File: src/ccz_map.svh
// Register map, field positions and reset values of the comparator control register
// Operation
// - Polarity bit set inverts output status and pin
// - Status reads 1 when positive input wins
// - Speed/power select resets to one always
// - Hysteresis enable bit, read/write, resets zero
// - Disabled comparator disconnects all its inputs
// - Sync mode latches on timer clock fall
// - Pin driven only if drive, enable, direction clear
// - Speed/power one normal, zero low power
`ifndef CCZ_MAP_SVH
`define CCZ_MAP_SVH

// Byte address of the control register on the bus
`define CCZ_OFF_CTRL0 8'h00

// Field positions
`define CCZ_BIT_ON 7
`define CCZ_BIT_OUT 6
`define CCZ_BIT_OE 5
`define CCZ_BIT_POL 4
`define CCZ_BIT_RSV 3
`define CCZ_BIT_SP 2
`define CCZ_BIT_HYS 1
`define CCZ_BIT_SYNC 0

// Reset value and the mask of bits software may change
`define CCZ_RST_CTRL0 8'h04
`define CCZ_WR_MASK 8'hB7

`endif

File: src/ccz_pkg.sv
// Types shared by the comparator control register design
package ccz_pkg;
    // Bus answer states, one-hot
    typedef enum logic [1:0] {
        CCZ_ST_IDLE = 2'b01,
        CCZ_ST_ACK = 2'b10
    } ccz_bus_e;

    typedef logic [7:0] ccz_byte_t;
endpackage

File: src/ccz_reg.sv
// Comparator control register zero with Wishbone slave and output path
//
// The Wishbone register port and the register offsets were decided locally.
`timescale 1ns/1ps
`include "ccz_map.svh"
module ccz_reg
    import ccz_pkg::*;
#(
    parameter int ADR_W = 8
) (
    input wire logic clk_i,
    input wire logic rst_i,
    // Wishbone classic slave
    input wire logic wb_cyc_i,
    input wire logic wb_stb_i,
    input wire logic wb_we_i,
    input wire logic [ADR_W-1:0] wb_adr_i,
    input wire logic [3:0] wb_sel_i,
    input wire logic [31:0] wb_dat_i,
    output logic [31:0] wb_dat_o,
    output logic wb_ack_o,
    // Analog side
    input wire logic cmp_raw_i,
    input wire logic timer_clk_i,
    input wire logic pin_direction_bit_i,
    output logic cmp_enable_o,
    output logic cmp_input_connect_o,
    output logic cmp_speed_power_select_o,
    output logic cmp_hysteresis_enable_o,
    output logic cmp_result_o,
    output logic cmp_pin_o,
    output logic cmp_pin_oe_o
);
    // Register and bus state
    ccz_byte_t ctrl_r;
    ccz_byte_t ctrl_nxt;
    ccz_bus_e st_r;
    ccz_bus_e st_nxt;
    logic ack_r;
    logic ack_nxt;
    logic [31:0] rdat_r;
    logic [31:0] rdat_nxt;
    logic hit;
    logic wr_en;
    logic req;

    // Comparator path state
    logic raw_q;
    logic tmr_fall;
    logic cmp_val;
    logic pol_val;
    logic out_val;
    logic sync_lat_r;
    logic sync_lat_nxt;
    logic result_r;
    logic result_nxt;
    logic pin_r;
    logic pin_nxt;
    logic pin_oe_r;
    logic pin_oe_nxt;
    logic en_r;
    logic en_nxt;
    logic sp_r;
    logic sp_nxt;
    logic hys_r;
    logic hys_nxt;

    // Address decode shared by read and write
    function automatic logic addr_hit(input logic [ADR_W-1:0] a);
        addr_hit = (a == ADR_W'(`CCZ_OFF_CTRL0));
    endfunction

    // Pin-side inputs cross in through two flops each
    ccz_sync_fall u_raw_sync (
        .clk_i(clk_i),
        .rst_i(rst_i),
        .d_i(cmp_raw_i),
        .q_o(raw_q),
        .fall_o()
    );

    ccz_sync_fall u_tmr_sync (
        .clk_i(clk_i),
        .rst_i(rst_i),
        .d_i(timer_clk_i),
        .q_o(),
        .fall_o(tmr_fall)
    );

    // Bus request qualifiers
    assign req = wb_cyc_i & wb_stb_i;
    assign hit = addr_hit(wb_adr_i);
    // Write commits at the edge where the master sees ack
    assign wr_en = req & ack_r & wb_we_i & wb_sel_i[0] & hit;

    // Bus state: answer one cycle after request, drop ack the cycle after
    always_comb begin
        st_nxt = st_r;
        ack_nxt = 1'b0;
        rdat_nxt = rdat_r;
        case (st_r)
            CCZ_ST_IDLE: begin
                if (req) begin
                    st_nxt = CCZ_ST_ACK;
                    ack_nxt = 1'b1;
                    // Unmapped reads return zero; status bit is live state
                    rdat_nxt = 32'h0000_0000;
                    if (hit && !wb_we_i) begin
                        rdat_nxt[7:0] = ctrl_r;
                        rdat_nxt[`CCZ_BIT_OUT] = result_r;
                    end
                end
            end
            CCZ_ST_ACK: begin
                st_nxt = CCZ_ST_IDLE;
            end
            default: begin
                st_nxt = CCZ_ST_IDLE;
            end
        endcase
    end

    always_ff @(posedge clk_i) begin
        if (rst_i) begin
            st_r <= CCZ_ST_IDLE;
            ack_r <= 1'b0;
            rdat_r <= 32'h0000_0000;
        end else begin
            st_r <= st_nxt;
            ack_r <= ack_nxt;
            rdat_r <= rdat_nxt;
        end
    end

    assign wb_ack_o = ack_r;
    assign wb_dat_o = rdat_r;

    // Control register; status and reserved bits never stored
    always_comb begin
        ctrl_nxt = ctrl_r;
        if (wr_en) begin
            ctrl_nxt = wb_dat_i[7:0] & `CCZ_WR_MASK;
        end
    end

    // Every reset reloads the defaults, speed bit high
    always_ff @(posedge clk_i) begin
        if (rst_i) begin
            ctrl_r <= `CCZ_RST_CTRL0;
        end else begin
            ctrl_r <= ctrl_nxt;
        end
    end

    // Result path: gate, invert, optionally latch on timer fall
    always_comb begin
        cmp_val = raw_q & ctrl_r[`CCZ_BIT_ON];
        pol_val = cmp_val ^ ctrl_r[`CCZ_BIT_POL];
        sync_lat_nxt = sync_lat_r;
        if (tmr_fall) begin
            sync_lat_nxt = pol_val;
        end
        out_val = ctrl_r[`CCZ_BIT_SYNC] ? sync_lat_r : pol_val;
        result_nxt = out_val;
        pin_oe_nxt = ctrl_r[`CCZ_BIT_OE] & ctrl_r[`CCZ_BIT_ON]
                     & ~pin_direction_bit_i;
        // Drive low when not enabled so the pin never sees stale data
        pin_nxt = pin_oe_nxt & out_val;
        en_nxt = ctrl_r[`CCZ_BIT_ON];
        sp_nxt = ctrl_r[`CCZ_BIT_SP];
        hys_nxt = ctrl_r[`CCZ_BIT_HYS];
    end

    // Output flops; one cycle of delay buys glitch-free pins
    always_ff @(posedge clk_i) begin
        if (rst_i) begin
            sync_lat_r <= 1'b0;
            result_r <= 1'b0;
            pin_r <= 1'b0;
            pin_oe_r <= 1'b0;
            en_r <= 1'b0;
            sp_r <= 1'b1;
            hys_r <= 1'b0;
        end else begin
            sync_lat_r <= sync_lat_nxt;
            result_r <= result_nxt;
            pin_r <= pin_nxt;
            pin_oe_r <= pin_oe_nxt;
            en_r <= en_nxt;
            sp_r <= sp_nxt;
            hys_r <= hys_nxt;
        end
    end

    assign cmp_result_o = result_r;
    assign cmp_pin_o = pin_r;
    assign cmp_pin_oe_o = pin_oe_r;
    assign cmp_enable_o = en_r;
    // Inputs connect only while enabled
    assign cmp_input_connect_o = en_r;
    assign cmp_speed_power_select_o = sp_r;
    assign cmp_hysteresis_enable_o = hys_r;
endmodule // ccz_reg

File: src/ccz_sync_fall.sv
// Two-stage synchroniser with falling edge detector on the settled level
`timescale 1ns/1ps
module ccz_sync_fall (
    input wire logic clk_i,
    input wire logic rst_i,
    input wire logic d_i,
    output logic q_o,
    output logic fall_o
);
    logic s1_r;
    logic s2_r;
    logic s3_r;
    logic s1_nxt;
    logic s2_nxt;
    logic s3_nxt;

    // Next values; stage one feeds only stage two to keep metastability contained
    always_comb begin
        s1_nxt = d_i;
        s2_nxt = s1_r;
        s3_nxt = s2_r;
    end

    always_ff @(posedge clk_i) begin
        if (rst_i) begin
            s1_r <= 1'b0;
            s2_r <= 1'b0;
            s3_r <= 1'b0;
        end else begin
            s1_r <= s1_nxt;
            s2_r <= s2_nxt;
            s3_r <= s3_nxt;
        end
    end

    // Edge seen only between settled stages
    assign q_o = s2_r;
    assign fall_o = s3_r & ~s2_r;
endmodule // ccz_sync_fall
File: config.mk
export PLATFORM = sky130hd
export DESIGN_NAME = ccz_reg
export DESIGN_NICKNAME = d
export VERILOG_FILES = /design/src/ccz_pkg.sv /design/src/ccz_reg.sv /design/src/ccz_sync_fall.sv
export VERILOG_INCLUDE_DIRS = /design/src
export SDC_FILE = /design/constraint.sdc
export NUM_CORES = 1
export LEC_CHECK = 0
export ABC_AREA = 1
export CORE_ASPECT_RATIO = 1.75
export CORE_UTILIZATION = 54
export DETAILED_ROUTE_END_ITERATION = 8
export DONT_BUFFER_PORTS = 1
export PLACE_DENSITY = 0.72
export SKIP_CTS_REPAIR_TIMING = 1
export SYNTH_ARGS = -nofsm -noshare
export SYNTH_HDL_FRONTEND = slang
export SYNTH_SLANG_ARGS = --single-unit
File: constraint.sdc
create_clock -name clk_i -period 1 [get_ports clk_i]
set_input_delay 0 -clock clk_i [delete_from_list [all_inputs] [get_ports clk_i]]
set_output_delay 0 -clock clk_i [all_outputs]
set_load 0.03 [all_outputs]
Word level (Yosys, flattened, before mapping)
Cells that the tools add are included.

Muxes and demuxes: 3. Bitwise logic cells: 14. Reduce and logical (&&, ||, !) cells: 5. Eq/ne operators: 1.

Operators with widths (number): 1-bit bitwise AND (10); 8-bit zero test (1); 8-bit 2-to-1 mux (1); 1-bit NOT (3); 2-bit by 1-bit == test with 1-bit output, second input constant (1); 1-bit 2-to-1 mux (2); 2-bit AND reduction (1); 2-bit OR reduction (1); 1-bit logical AND (1); 1-bit zero test (1); 1-bit XOR (1).

Bits in registers: 29. Word-level logic and storage cells: 39.

Depth between registers and ports, before layout
Depth in word-level cells: 5. Depth in mapped cells: 6. Depth with buffers taken out: 6.

Modules after synthesis
From an unflattened synthesis, not the netlist that was laid out.

Cell total of the unflattened synthesis: 163. Area, all modules: 1298.7 um^2.

Modules (own cells, without submodules): ccz_reg (cells each 141, area each 1113.6 um^2, times used 1, sequential area each 460.4 um^2); ccz_sync_fall (cells each 11, area each 92.6 um^2, times used 2, sequential area each 60.1 um^2).

Least setup slack after synthesis
No wires, ideal clock.

Path type: reg-to-reg. Start point: register ack_r (netlist: wb_ack_o). End point: register ctrl_r[2]. Clock period less this slack: 1227 ps. Cell stages (with the launch flop): 7. Data required time: 868 ps. Setup slack: -227 ps. Data arrival time: 1096 ps. Cells stage by stage: dfxtp_1 > nand3_1 > nor2_1 > buf_2 > nand2_1 > nand2_1 > nand3_1.

Word-level cells in the longest chain between the ends: 4.

RTL lines: start: declaration (line ccz_reg.sv:39) `logic ack_r;`; start signal: assignment (line ccz_reg.sv:130) `ack_r <= ack_nxt;`; 1-bit bitwise AND (4 in series) (line ccz_reg.sv:94) `assign wr_en = req & ack_r & wb_we_i & wb_sel_i[0] & hit;`; end signal: assignment (line ccz_reg.sv:149) `` ctrl_r <= `CCZ_RST_CTRL0; ``; end signal: assignment (line ccz_reg.sv:151) `ctrl_r <= ctrl_nxt;`; end: declaration (line ccz_reg.sv:35) `ccz_byte_t ctrl_r;`.

Every way passes these cells. A chain may end at the register's enable or synchronous reset.

Worst setup path after layout
Start point: register st_r[0]. End point: register rdat_r[7] (netlist: wb_dat_o[7]).

Word-level cells in the longest chain between the ends: 2.

RTL lines: start: declaration (line ccz_reg.sv:37) `ccz_bus_e st_r;`; start signal: assignment (line ccz_reg.sv:129) `st_r <= st_nxt;`; 2-bit by 1-bit == test with 1-bit output (line ccz_reg.sv:101) `case (st_r)`; 2-bit AND reduction (no line); end signal: assignment (line ccz_reg.sv:131) `rdat_r <= rdat_nxt;`; end: declaration (line ccz_reg.sv:41) `logic [31:0] rdat_r;`.

Every way passes these cells.

==> impl_metrics.json <==
{
  "period_share_pct": 101,
  "synth_warnings": 0,
  "required_ns": 1.22,
  "fin_ws_ns": -0.0145,
  "power_density_nw_per_um2": 1410,
  "worstPathArrival_ns": 1.24,
  "crit_chain": "inv_2 > nor3_4 > buf_12 > buf_4 > a21oi_2",
  "setup_viol": 5,
  "cts_max_level": 1,
  "grt_max_degree": 20,
  "clk_pin_slew_ns": 0.14,
  "dp_slack_ns": -0.0331,
  "clock-root-buffer": "clkbuf_4",
  "dieArea_um2": 2530,
  "syn_area_um2": 1250,
  "min_path_type": "primary input to register",
  "start_kind": "register",
  "layout_common_cells": "conb_1 (25), dfxtp_1 (25), nor2_1 (19), inv_1 (16), nand2_1 (15)",
  "finalPower_mw": 2.01,
  "drive_gt1_share_pct": 22.7,
  "rsz0062_at_grt": "true",
  "die_h_um": 65.8,
  "detail-route-antenna-nets": 0,
  "postSynthCellCount": 157,
  "vias_per_cell": 4.73,
  "slowest_delay_ns": 0.36,
  "clk-insertion-delay-late_ns": 0.31,
  "fin_skew_ns": 0.0100,
  "critical_path.max_fanout": 15,
  "critPathKind": "register to register",
  "drt_pre_antenna_iters": 4,
  "wl_mm": 2.09,
  "antenna_found_initial": 0,
  "grt_pass1_vias": 744,
  "layout_min_cycle_time_ns": 1.01,
  "nets": 229,
  "grt.total_usage_pct": 16.5,
  "die_w_um": 38.4,
  "maxCapViolCount": 0,
  "numPortBuffers": 0,
  "hold_viol": 26,
  "cts_made_buffers": 3,
  "overflow": 0,
  "crit_slowest_cell": "dfxtp_2",
  "clock-sinks": 28,
  "drc": 0,
  "status": "complete, but fails checks",
  "max-vdd-ir-drop_v": 0.00115,
  "cts_tree": "built",
  "synth.distinct_cells": 19,
  "start_util_pct": 58.4,
  "ys_ff_latch": 28,
  "num_io_pins": 92,
  "grt_pass1_wl_mm": 3.01,
  "place_hpwl_mm": 1.43,
  "max_freq_ghz": 0.986,
  "holdWs_ns": -0.268,
  "violations": "negative hold slack, negative setup slack",
  "crit_path_end_kind": "register",
  "clockBufferDepth": 2,
  "n_antenna_cell": 0,
  "area_growth_pct": 13.4,
  "largest_reg_flops": 7,
  "slew_viol_final": 0,
  "coreArea_um2": 2150,
  "wl_per_cell_um": 10.5,
  "syn_area_per_cell_um2": 7.99,
  "rows": 22,
  "vias": 945,
  "drt_iter0_drc": 19,
  "gp_congestion": 0.769,
  "p_leak_nw": 0.637,
  "ys_seq_area_share_pct": 44.7
}
-- metal layers --
| layer | vias to the layer above | global-route usage [%] | share of wire [%] |
|---|---|---|---|
| met5 | - | 0 | 0 |
| met4 | 0 | 6.47 | 0.81 |
| met3 | 2 | 3.03 | 7.2 |
| met2 | 47 | 28.8 | 54 |
| met1 | 417 | 18.8 | 38 |
| li1 | 479 | - | - |
-- kinds of logic (layout without fill, tap and decap cells) --
family | count (synthesis) | in the layout | synth area share (%)
XOR/XNOR | 1 | 1 | 0.698
AND/OR/NAND/NOR | 53 | 54 | 19.1
flip-flops | 28 | 28 | 44.7
AO/OA/AOI/OAI | 22 | 22 | 10.9
other | 1 | 25 | 0.299
buffers and inverters | 52 | 46 | 24.3
-- area by class of cell --
cell class                 count  area [µm²]
clock buffer                   4        36.3
fill                         204         724
inverter                      21        78.8
multi-input combinational    102         520
sequential                    28         567
tap                           24        30.0
timing repair buffer          21         190
-- Yosys cell counts, drive strengths merged --
library cell / instances / area (µm²)
o21ai: 9 / 45.0
dfxtp: 28 / 561
nand2: 15 / 56.3
clkbuf: 2 / 7.51
xnor2: 1 / 8.76
nor3: 1 / 16.3
inv: 21 / 78.8
conb: 1 / 3.75
buf: 29 / 219
or2: 1 / 6.26
a21oi: 13 / 91.3
nand3: 15 / 75.1
nor2: 21 / 86.3
-- power breakdown --
part	switching [mW]	total (mW)	internal [mW]
Combinational	0.239	0.329	0.0894
Clock	0.299	0.521	0.222
Sequential	0.0155	1.16	1.15
Total	0.554	2.01	1.46
-- critical path: cells and delay by family, from the launching register on --
family	cells	cell delay, ns
compound gates	1	0.04
buf+inv	3	0.33
flops	1	0.36
simple gates	1	0.19
-- final timing paths --
path,startpoint,endpoint,slack (ns),cells past startpoint
max,st_r[0],wb_dat_o[7],-0.01,5
min reg2reg,u_tmr_sync.s1_r,u_tmr_sync.q_o,0.42,2
max reg2reg,st_r[0],wb_dat_o[7],-0.01,5
min,rst_i,cmp_hysteresis_enable_o,-0.27,1
-- stage by stage --
step | util (%) | std cells | setup TNS [ns] | instance area, µm²
after floorplan | - | 181 | -0.0313 | 1370
after global placement | 58.7 | 185 | 0 | 1260
after detailed placement | 58.7 | 185 | -0.168 | 1260
after CTS | 60.4 | 189 | -0.560 | 1300
after global routing | 66.3 | 200 | -0.907 | 1420
final | 66.3 | 200 | -0.0439 | 1420
Note: power is estimated with default switching activity, not from simulation.
